`config.mk`:
```
export PLATFORM = sky130hd
export DESIGN_NAME = timer_regs
export DESIGN_NICKNAME = d
export VERILOG_FILES = /design/src/verilog/timer_regs_tail.sv /design/src/verilog/timer_pkg.sv /design/src/verilog/count_ctl_if.sv /design/src/verilog/event_shaper.sv /design/src/verilog/timer_regs.sv
export VERILOG_INCLUDE_DIRS = /design/src /design/src/verilog
export SDC_FILE = /design/constraint.sdc
export NUM_CORES = 1
export LEC_CHECK = 0
export ABC_AREA = 1
export BUFFER_PORTS_ARGS = -buffer_cell sky130_fd_sc_hd__buf_2
export CORE_ASPECT_RATIO = 1.75
export CORE_UTILIZATION = 36
export DETAILED_ROUTE_END_ITERATION = 7
export PLACE_DENSITY = 0.55
export SETUP_SLACK_MARGIN = 0.05
export SLEW_MARGIN = 20
export SYNTH_ARGS = -nofsm -noshare
export SYNTH_HDL_FRONTEND = slang
export SYNTH_SLANG_ARGS = --single-unit
```
`constraint.sdc`:
```
create_clock -name i_mclk -period 3.5 [get_ports i_mclk]
set_input_delay 0.7 -clock i_mclk [delete_from_list [all_inputs] [get_ports i_mclk]]
set_output_delay 0.7 -clock i_mclk [all_outputs]
set_load 0.03 [all_outputs]
```
`src/verilog/timer_defs.svh`:
```
// register offsets, field positions and reset values of the 16-bit timer block
// assumes byte-wide cpu bus access and a single 100 MHz clock domain
//
// Overview of operation
// - Writing a compare shadow sets that channel's compare buffer-valid bit.
// - Writing the period shadow sets the period buffer-valid bit.
// - An update condition clears every buffer-valid bit.
// - Alias write: one sets buffer-valid bit, zero leaves it; compare 2..0 bits 3..1.
// - Action 0 counts rising event edges, action 1 counts both edges.
// - Action 2 counts prescaled ticks only while the event is high.
// - Action 3 counts ticks, up while event low, down while high.
// - Event actions apply only when the event-count enable bit 0 is set.
// - Interrupt enable bits 4..6 allow compare channel 0..2 requests.
// - Interrupt enable bit 0 allows the wrap request.
// - Compare flag n sets whenever the counter equals compare register n.
// - Compare flags stay set until software writes one to them.
// - Wrap flag sets at top or bottom as the waveform mode selects.
// - Wrap flag stays set until software writes one to bit 0.
// - Halted cpu with run-while-halted clear stops the timer and its events.
// - One shared readable and writable temporary byte serves all wide registers.
// - Wide registers hold the low byte at offset, high byte at offset plus one.
// - A bus write to the counter wins over a same-cycle count update.
// - Period register is top in every mode except frequency waveform.
// - An update condition copies each compare shadow into its compare register.
// - Lock-transfer set suppresses shadow transfers, so valid bits persist.
`ifndef TIMER_DEFS_SVH
`define TIMER_DEFS_SVH

// ----------------------------------------------------------------------
// register offsets
// ----------------------------------------------------------------------
`define OFS_BV_SET 8'h07
`define OFS_EVENT_CONTROL 8'h09
`define OFS_INT_ENABLE 8'h0a
`define OFS_INT_FLAGS 8'h0b
`define OFS_DEBUG_RUN 8'h0e
`define OFS_WIDE_LATCH 8'h0f
`define OFS_COUNTER 8'h20
`define OFS_PERIOD 8'h26
`define OFS_COMPARE0 8'h28
`define OFS_PERIOD_SHADOW 8'h36
`define OFS_COMPARE0_SHADOW 8'h38
`define OFS_HIGH_BYTE 8'h01
`define OFS_CHANNEL_STEP 8'h02

// ----------------------------------------------------------------------
// field positions
// ----------------------------------------------------------------------
`define BIT_PERIOD_BV 0
`define BIT_COMPARE0_BV 1
`define BIT_EVENT_COUNT_EN 0
`define BIT_EVENT_ACTION_LO 1
`define BIT_WRAP 0
`define BIT_COMPARE0_FLAG 4
`define BIT_RUN_WHILE_HALTED 0

// ----------------------------------------------------------------------
// reset values
// ----------------------------------------------------------------------
`define RST_BYTE 8'h00
`define RST_COUNTER 16'h0000
`define RST_PERIOD 16'hffff
`define RST_COMPARE 16'h0000

`endif

```
`src/verilog/timer_regs_tail.sv`:
```
// no logic lives in this file

```
`src/verilog/timer_pkg.sv`:
```
// types shared by the timer register block and its event front end
// assumes the constants header is included where offsets are needed
package timer_pkg;

    typedef enum logic [1:0] {
        COUNT_RISING_EDGES = 2'b00,
        COUNT_BOTH_EDGES = 2'b01,
        COUNT_WHILE_HIGH = 2'b10,
        EVENT_SETS_DIRECTION = 2'b11
    } event_action_e;

    typedef enum logic [2:0] {
        WAVE_NORMAL = 3'b000,
        FREQUENCY_WAVEFORM = 3'b001,
        WAVE_SINGLE_SLOPE = 3'b011,
        WAVE_DUAL_TOP = 3'b101,
        WAVE_DUAL_BOTH = 3'b110,
        WAVE_DUAL_BOTTOM = 3'b111
    } waveform_mode_e;

    // state of the event front end
    typedef struct packed {
        logic sync1;
        logic sync2;
        logic prev;
        logic step;
        logic down;
    } shaper_s;

    // state of the register block
    typedef struct packed {
        logic [3:0] buffer_valid;
        logic [3:0] event_control;
        logic [3:0] interrupt_enable;
        logic [3:0] interrupt_flags;
        logic run_while_halted;
        logic [7:0] wide_access_latch;
        logic [15:0] counter_value;
        logic [15:0] period_top;
        logic [15:0] period_shadow;
        logic [2:0][15:0] compare_value;
        logic [2:0][15:0] compare_shadow;
        logic [7:0] rdata;
        logic [2:0] irq_compare;
        logic irq_wrap;
    } timer_s;

endpackage : timer_pkg

```
`src/verilog/count_ctl_if.sv`:
```
// control and count-step signals between the register block and the event front end
// assumes both ends sit on the same clock
interface count_ctl_if;
    logic [1:0] action;
    logic enable;
    logic allow;
    logic tick;
    logic dir;
    logic step;
    logic down;

    modport regs (output action, enable, allow, tick, dir, input step, down);
    modport shaper (input action, enable, allow, tick, dir, output step, down);
endinterface : count_ctl_if

```
`src/verilog/event_shaper.sv`:
```
// event input synchroniser and count-step decoder
// assumes the event arrives from outside the clock domain
module event_shaper
    import timer_pkg::*;
(
    input wire logic i_mclk, // system clock
    input wire logic i_nrst, // synchronous reset, active low
    input wire logic i_event, // raw event level
    count_ctl_if.shaper ctl // control in, step out
);

    shaper_s q;
    shaper_s d;
    logic rise;
    logic any_edge;

    // edge detect looks only past the second sync stage
    always_comb begin
        d = q;
        d.sync1 = i_event;
        d.sync2 = q.sync1;
        d.prev = q.sync2;
        rise = q.sync2 & ~q.prev;
        any_edge = q.sync2 ^ q.prev;
        d.step = 1'b0;
        d.down = ctl.dir;
        if (!ctl.allow) begin
            d.step = 1'b0;
        end else if (!ctl.enable) begin
            d.step = ctl.tick;
        end else begin
            unique case (event_action_e'(ctl.action))
                COUNT_RISING_EDGES: d.step = rise;
                COUNT_BOTH_EDGES: d.step = any_edge;
                COUNT_WHILE_HIGH: d.step = ctl.tick & q.sync2;
                EVENT_SETS_DIRECTION: begin
                    d.step = ctl.tick;
                    d.down = q.sync2;
                end
            endcase
        end
    end

    always_ff @(posedge i_mclk) begin
        if (!i_nrst) begin
            q <= '0;
        end else begin
            q <= d;
        end
    end

    assign ctl.step = q.step;
    assign ctl.down = q.down;

endmodule // event_shaper

```
`src/verilog/timer_regs.sv`:
```
// 16-bit timer register block: buffers, event counting, flags and wide access
// assumes a byte cpu bus on the same clock; prescaled tick comes from the clock block
`include "timer_defs.svh"

module timer_regs
    import timer_pkg::*;
(
    input wire logic i_mclk, // system clock, 100 MHz
    input wire logic i_nrst, // synchronous reset, active low
    input wire logic [7:0] i_addr, // register byte offset
    input wire logic i_wr, // write strobe, one cycle
    input wire logic i_rd, // read strobe, one cycle
    input wire logic [7:0] i_wdata, // write data
    input wire logic i_tick, // prescaled clock tick, one cycle
    input wire logic i_run, // timer enabled
    input wire logic i_dir_down, // software count direction
    input wire logic [2:0] i_waveform_mode_select, // waveform mode
    input wire logic i_lock_transfer, // suppress shadow transfers
    input wire logic i_cpu_halted, // cpu in debug break
    input wire logic i_event, // event input, asynchronous
    output logic [7:0] o_rdata, // read data, one cycle after i_rd
    output logic [2:0] o_irq_compare, // compare requests, channel 0..2
    output logic o_irq_wrap // wrap request
);

    timer_s q;
    timer_s d;
    count_ctl_if ctl ();

    // ------------------------------------------------------------------
    // event front end
    // ------------------------------------------------------------------
    event_shaper u_shaper (
        .i_mclk(i_mclk),
        .i_nrst(i_nrst),
        .i_event(i_event),
        .ctl(ctl)
    );

    // control toward the front end comes from flops and input ports, no combinational loop
    assign ctl.action = q.event_control[2:1];
    assign ctl.enable = q.event_control[`BIT_EVENT_COUNT_EN];
    assign ctl.allow = i_run & (q.run_while_halted | ~i_cpu_halted);
    assign ctl.tick = i_tick;
    assign ctl.dir = i_dir_down;

    // ------------------------------------------------------------------
    // address decode
    // ------------------------------------------------------------------
    // 2'b01 low byte hit, 2'b10 high byte hit, else no hit
    function automatic logic [1:0] wide_hit(input logic [7:0] addr, input logic [7:0] base);
        wide_hit = {addr == (base + `OFS_HIGH_BYTE), addr == base};
    endfunction

    function automatic logic [7:0] chan_base(input logic [7:0] base, input int n);
        chan_base = base + 8'(n) * `OFS_CHANNEL_STEP;
    endfunction

    logic [15:0] top_value;
    logic top_hit;
    logic bottom_hit;
    logic wrap_now;
    logic update_now;
    logic [1:0] hit;
    logic [15:0] wide_word;

    // ------------------------------------------------------------------
    // next-state logic
    // ------------------------------------------------------------------
    always_comb begin
        d = q;
        top_hit = 1'b0;
        bottom_hit = 1'b0;
        hit = 2'b00;
        wide_word = {i_wdata, q.wide_access_latch};
        // frequency mode takes top from compare 0
        if (waveform_mode_e'(i_waveform_mode_select) == FREQUENCY_WAVEFORM) begin
            top_value = q.compare_value[0];
        end else begin
            top_value = q.period_top;
        end

        // counting; bus writes below override this
        if (ctl.step) begin
            if (ctl.down) begin
                if (q.counter_value == 16'h0000) begin
                    d.counter_value = top_value;
                    bottom_hit = 1'b1;
                end else begin
                    d.counter_value = q.counter_value - 16'h0001;
                end
            end else begin
                if (q.counter_value == top_value) begin
                    d.counter_value = 16'h0000;
                    top_hit = 1'b1;
                end else begin
                    d.counter_value = q.counter_value + 16'h0001;
                end
            end
        end

        // wrap and update points follow the waveform mode
        unique case (i_waveform_mode_select)
            3'b000, 3'b001: begin
                wrap_now = top_hit;
                update_now = top_hit;
            end
            3'b101: begin
                wrap_now = top_hit;
                update_now = bottom_hit;
            end
            3'b110: begin
                wrap_now = top_hit | bottom_hit;
                update_now = bottom_hit;
            end
            default: begin
                wrap_now = bottom_hit;
                update_now = bottom_hit;
            end
        endcase

        // shadow transfer on update unless locked
        if (update_now && !i_lock_transfer) begin
            d.period_top = q.period_shadow;
            d.compare_value = q.compare_shadow;
            d.buffer_valid = 4'h0;
        end

        // software clears first so hardware sets win in the same cycle
        if (i_wr && i_addr == `OFS_INT_FLAGS) begin
            d.interrupt_flags = q.interrupt_flags & ~{i_wdata[6:4], i_wdata[`BIT_WRAP]};
        end
        for (int n = 0; n < 3; n++) begin
            if (q.counter_value == q.compare_value[n]) begin
                d.interrupt_flags[n + 1] = 1'b1;
            end
        end
        if (wrap_now) begin
            d.interrupt_flags[0] = 1'b1;
        end

        // bus writes
        if (i_wr) begin
            unique case (i_addr)
                `OFS_BV_SET: d.buffer_valid = d.buffer_valid | i_wdata[3:0];
                `OFS_EVENT_CONTROL: d.event_control = i_wdata[3:0];
                `OFS_INT_ENABLE: d.interrupt_enable = {i_wdata[6:4], i_wdata[`BIT_WRAP]};
                `OFS_DEBUG_RUN: d.run_while_halted = i_wdata[`BIT_RUN_WHILE_HALTED];
                `OFS_WIDE_LATCH: d.wide_access_latch = i_wdata;
                default: ;
            endcase
            // low byte writes park in the latch, high byte writes commit
            hit = wide_hit(i_addr, `OFS_COUNTER) | wide_hit(i_addr, `OFS_PERIOD)
                | wide_hit(i_addr, `OFS_PERIOD_SHADOW);
            for (int n = 0; n < 3; n++) begin
                hit = hit | wide_hit(i_addr, chan_base(`OFS_COMPARE0, n))
                    | wide_hit(i_addr, chan_base(`OFS_COMPARE0_SHADOW, n));
            end
            if (hit[0]) begin
                d.wide_access_latch = i_wdata;
            end
            if (wide_hit(i_addr, `OFS_COUNTER) == 2'b10) begin
                d.counter_value = wide_word;
            end
            if (wide_hit(i_addr, `OFS_PERIOD) == 2'b10) begin
                d.period_top = wide_word;
            end
            if (wide_hit(i_addr, `OFS_PERIOD_SHADOW) == 2'b10) begin
                d.period_shadow = wide_word;
                d.buffer_valid[`BIT_PERIOD_BV] = 1'b1;
            end
            for (int n = 0; n < 3; n++) begin
                if (wide_hit(i_addr, chan_base(`OFS_COMPARE0, n)) == 2'b10) begin
                    d.compare_value[n] = wide_word;
                end
                if (wide_hit(i_addr, chan_base(`OFS_COMPARE0_SHADOW, n)) == 2'b10) begin
                    d.compare_shadow[n] = wide_word;
                    d.buffer_valid[n + 1] = 1'b1;
                end
            end
        end

        // reads: low byte returns now and latches high byte for later
        d.rdata = 8'h00;
        if (i_rd) begin
            unique case (i_addr)
                `OFS_BV_SET: d.rdata = {4'h0, q.buffer_valid};
                `OFS_EVENT_CONTROL: d.rdata = {4'h0, q.event_control};
                `OFS_INT_ENABLE: d.rdata = {1'b0, q.interrupt_enable[3:1], 3'b000,
                    q.interrupt_enable[0]};
                `OFS_INT_FLAGS: d.rdata = {1'b0, q.interrupt_flags[3:1], 3'b000,
                    q.interrupt_flags[0]};
                `OFS_DEBUG_RUN: d.rdata = {7'h00, q.run_while_halted};
                `OFS_WIDE_LATCH: d.rdata = q.wide_access_latch;
                default: ;
            endcase
            read_wide(`OFS_COUNTER, q.counter_value);
            read_wide(`OFS_PERIOD, q.period_top);
            read_wide(`OFS_PERIOD_SHADOW, q.period_shadow);
            for (int n = 0; n < 3; n++) begin
                read_wide(chan_base(`OFS_COMPARE0, n), q.compare_value[n]);
                read_wide(chan_base(`OFS_COMPARE0_SHADOW, n), q.compare_shadow[n]);
            end
        end

        // requests are flags gated by their enables
        d.irq_compare = d.interrupt_flags[3:1] & d.interrupt_enable[3:1];
        d.irq_wrap = d.interrupt_flags[0] & d.interrupt_enable[0];
    end

    // low read hands back the low byte and parks the high byte; high read returns the latch
    function automatic void read_wide(input logic [7:0] base, input logic [15:0] value);
        if (i_addr == base) begin
            d.rdata = value[7:0];
            d.wide_access_latch = value[15:8];
        end else if (i_addr == base + `OFS_HIGH_BYTE) begin
            d.rdata = q.wide_access_latch;
        end
    endfunction

    // ------------------------------------------------------------------
    // state register
    // ------------------------------------------------------------------
    always_ff @(posedge i_mclk) begin
        if (!i_nrst) begin
            q.buffer_valid <= 4'h0;
            q.event_control <= 4'h0;
            q.interrupt_enable <= 4'h0;
            q.interrupt_flags <= 4'h0;
            q.run_while_halted <= 1'b0;
            q.wide_access_latch <= `RST_BYTE;
            q.counter_value <= `RST_COUNTER;
            q.period_top <= `RST_PERIOD;
            q.period_shadow <= `RST_PERIOD;
            q.compare_value <= {3{`RST_COMPARE}};
            q.compare_shadow <= {3{`RST_COMPARE}};
            q.rdata <= `RST_BYTE;
            q.irq_compare <= 3'b000;
            q.irq_wrap <= 1'b0;
        end else begin
            q <= d;
        end
    end

    assign o_rdata = q.rdata;
    assign o_irq_compare = q.irq_compare;
    assign o_irq_wrap = q.irq_wrap;

endmodule // timer_regs

```
==> impl_metrics.csv <==
group,metric,value,unit
flow_run,drv_cap,0,
sta,worstMarginPinSlew,0.9150,ns
logic_synthesis,synth.largest_area_cell,"dfxtp_1",
critical_path,crit_top_cell,"nand2_2",
routing,finalWirelength,48690,µm
global_routing,grt_pass1_wl,73480,µm
routing,drt-met1-wl,17890,µm
clocking,clock-sinks,186,
critical_path,endpoint_kind,"flip-flop",
critical_path,cpPeakStageDelay,0.48,ns
placed_design,globalplace.congestion,0.9508,
logic_synthesis,syn_nets,1860,
placed_design,portBuffers,40,
power,ir_drop,0.3532,mV
logic_synthesis,async_flop_share,0,%
finish,ff_latch_area,3724,µm²
clocking,cts_tree,"yes",
global_routing,grt_use_total,29.39,%
routing,met2_length,24500,µm
logic_synthesis,yosysSeqAreaShare,31.94,%
floorplan,start_util,36.85,%
routing,dr.pass1.iters,5,
critical_path,cp.required,3.84,ns
power,p_leak,0.005402,µW
clocking,numCtsBuffers,17,
global_routing,overflow,0,
clocking,post_cts_buffers,0,
clocking,ctsHoldBuffers,0,
clocking,cts.clk_slew.worst_paths,0.07,ns
power,powerDensity,365.8,nW/µm²
logic_synthesis,synth_area_leaders,"dfxtp_1, nand2_1, o21ai_0, a21oi_1, inv_1",
routing,num_vias,12550,
clocking,clkLatencyLatePin,0.46,ns
finish,final_nets,1846,
sta,final_max_slew_viol_count,0,
routing,wl_met3,2338,µm
sta,finalClockSkew,0.01113,ns
hold_path,hold_path.class,"reg -> reg",
sta,rsz0062_at_grt,"false",
sta,setup_violations,0,
sta,setup-tns-final,0,ns
placed_design,dp_hpwl,36370,µm
global_routing,antenna_found_initial,0,
clocking,cts_buffer_depth,2,
sta,maxSlewHeadroom,38.91,%
sta,period_minus_slack,3.222,ns
critical_path,reg2reg_slack,0.28,ns
critical_path,worstPathArrival,3.57,ns
logic_synthesis,synth_area,11660,µm²
floorplan,coreArea,31640,µm²
finish,multi_input_area,6548,µm²
logic_synthesis,avgSynthCellArea,6.374,µm²
routing,remaining_drc_errors,0,
logic_synthesis,ys_warn_count,0,
global_routing,grt_start_max_net_pins,75,
routing,ant_nets,0,
logic_synthesis,synth_edf_count,0,
critical_path,path_cells,"inv_2 -> ha_1 -> nand3_2 -> nor2_2 -> nand2_1 -> nor4_2 -> inv_2 -> nor2_4 -> nand2_2 -> nor2_4 -> nand2_2 -> a21oi_4 -> nand2_2 -> buf_4 -> o21ai_0 -> o21ai_1",
global_routing,grt_pass1_vias,12100,
clocking,clockRootBuffer,"clkbuf_16",
logic_synthesis,synth_seq_cells,186,
floorplan,placement_rows,86,
finish,final_cell_area,12790,µm²
finish,layout-drive-gt1-share,9.081,%
placed_design,place_area,12220,µm²
clocking,cts_resized,0,
sta,post-route-period-util,92.06,%
routing,dr.first_iter.drc_count,963,
critical_path,cp_max_fo,38,
critical_path,start_kind,"flip-flop",
sta,fmax,0.3103,GHz
routing,highest_layer,"met4",
critical_path,critPathKind,"reg -> reg",
logic_synthesis,yosys.area.top_type_share,31.94,%
finish,diodes,0,
clocking,htree_levels,4,
floorplan,die_w,138.0,µm
finish,area_growth,9.745,%
floorplan,pin_count,41,
critical_path,crit_path_top_delay_cell,"dfxtp_1",
routing,post_drt_wl_per_cell,21.89,µm
logic_synthesis,synthFlopType,"dfxtp_1",
finish,fill_cells,3457,
floorplan,die_area,33130,µm²
logic_synthesis,ys_types,43,
logic_synthesis,synthCells,1829,
floorplan,fp.dieH,240.1,µm
sta,hold_viol_final,0,
status,status,"finished clean",
routing,via_per_inst,5.643,
-- where the power goes --
group | switching [µW] | internal (µW)
clock network | 938 | 1030
registers | 27.4 | 2130
logic | 401 | 151
total | 1370 | 3310
-- worst max-delay path, delay by kind of cell, from the launching register on --
family / cells / cell delay [ns]
AOI/OAI and AO/OA: 3 / 0.53
adders and majority gates: 1 / 0.22
buffers and inverters: 3 / 0.57
DFF: 1 / 0.48
and+or+nand+nor: 9 / 1.28
-- per-layer routing --
layer | vias up | global-route usage [%]
met1 | 5862 | 30.63
met5 | - | 0
met3 | 174 | 3.844
met2 | 474 | 53.15
li1 | 6041 | -
met4 | 0 | 23.01
-- path summary, 6_finish.rpt --
kind,start,endpoint,cells past startpoint
setup / recovery,q[140],q[127],16
hold / removal,u_shaper.d[3],u_shaper.d[2],2
setup reg to reg,q[140],q[127],16
hold reg to reg,u_shaper.d[3],u_shaper.d[2],2
-- per-stage QoR --
| stage | power (µW) | util [%] | hold WS [ns] | setup WS [ns] | cells |
|---|---|---|---|---|---|
| after detailed placement | 2747 | 38.63 | 0.4160 | 0.2688 | 2192 |
| after global placement | 2746 | 38.63 | 0.4167 | 0.2780 | 2192 |
| after CTS | 4703 | 40.44 | 0.4330 | 0.2543 | 2224 |
| final | 4680 | 40.44 | 0.4232 | 0.2778 | 2224 |
| after floorplan | 2538 | - | 0.3905 | 0.7525 | 1829 |
| after global routing | 4825 | 40.44 | 0.4474 | 0.08407 | 2224 |
-- cell usage after synthesis (5+ instances only) --
cell type / count
nand2_1: 424
o21ai_0: 203
inv_1: 189
dfxtp_1: 186
a21oi_1: 178
nand3_1: 138
clkbuf_1: 100
nor2_1: 82
a31oi_1: 63
xor2_1: 60
nand4_1: 36
o21ai_1: 20
nor3_1: 19
buf_4: 18
o211ai_1: 13
nor4_1: 12
buf_6: 11
xnor2_1: 11
a22oi_1: 10
buf_2: 6
o22ai_1: 5
or2_2: 5
-- cell families after synthesis --
kind of cell / Yosys count / synth area share, %
compound gates: 505 / 23.27
simple gates: 732 / 27.15
xor+xnor: 71 / 5.334
fa+ha+maj: 2 / 0.2146
buf+inv: 333 / 12.09
flops: 186 / 31.94
-- sequential cells by signal (all words and copies together) (netlist names) --
register and cells:
q 166, o_rdata 8, o_irq_compare 3, ctl.action 2
u_shaper.d 2, ctl.enable 1, o_irq_wrap 1, u_shaper.ctl.down 1
u_shaper.ctl.step 1, u_shaper.q 1
-- cell type report --
class                   count  area share, %
well taps                 396          3.873
clock inverters            11         0.8900
clock buffers              21          3.599
flip-flops and latches    186          29.11
multi-input cells        1310          51.18
repair buffers            107          5.692
inverters                 193          5.663
-- cell usage in the layout, fill, tap and decap left out, types with 13 or more instances in the layout --
| master | netlist | routed |
|---|---|---|
| buf_2 | 6 | 40 |
| o211ai_1 | 13 | 13 |
| o21ai_0 | 203 | 203 |
| nor2_1 | 82 | 82 |
| o21ai_1 | 20 | 20 |
| buf_4 | 18 | 65 |
| nand4_1 | 36 | 36 |
| xor2_1 | 60 | 60 |
| nand3_1 | 138 | 138 |
| nand2_1 | 424 | 423 |
| dfxtp_1 | 186 | 186 |
| a31oi_1 | 63 | 63 |
| inv_1 | 189 | 188 |
| nor3_1 | 19 | 18 |
| a21oi_1 | 178 | 178 |
| clkbuf_16 | 0 | 17 |
(Power assumes the default switching activity.)
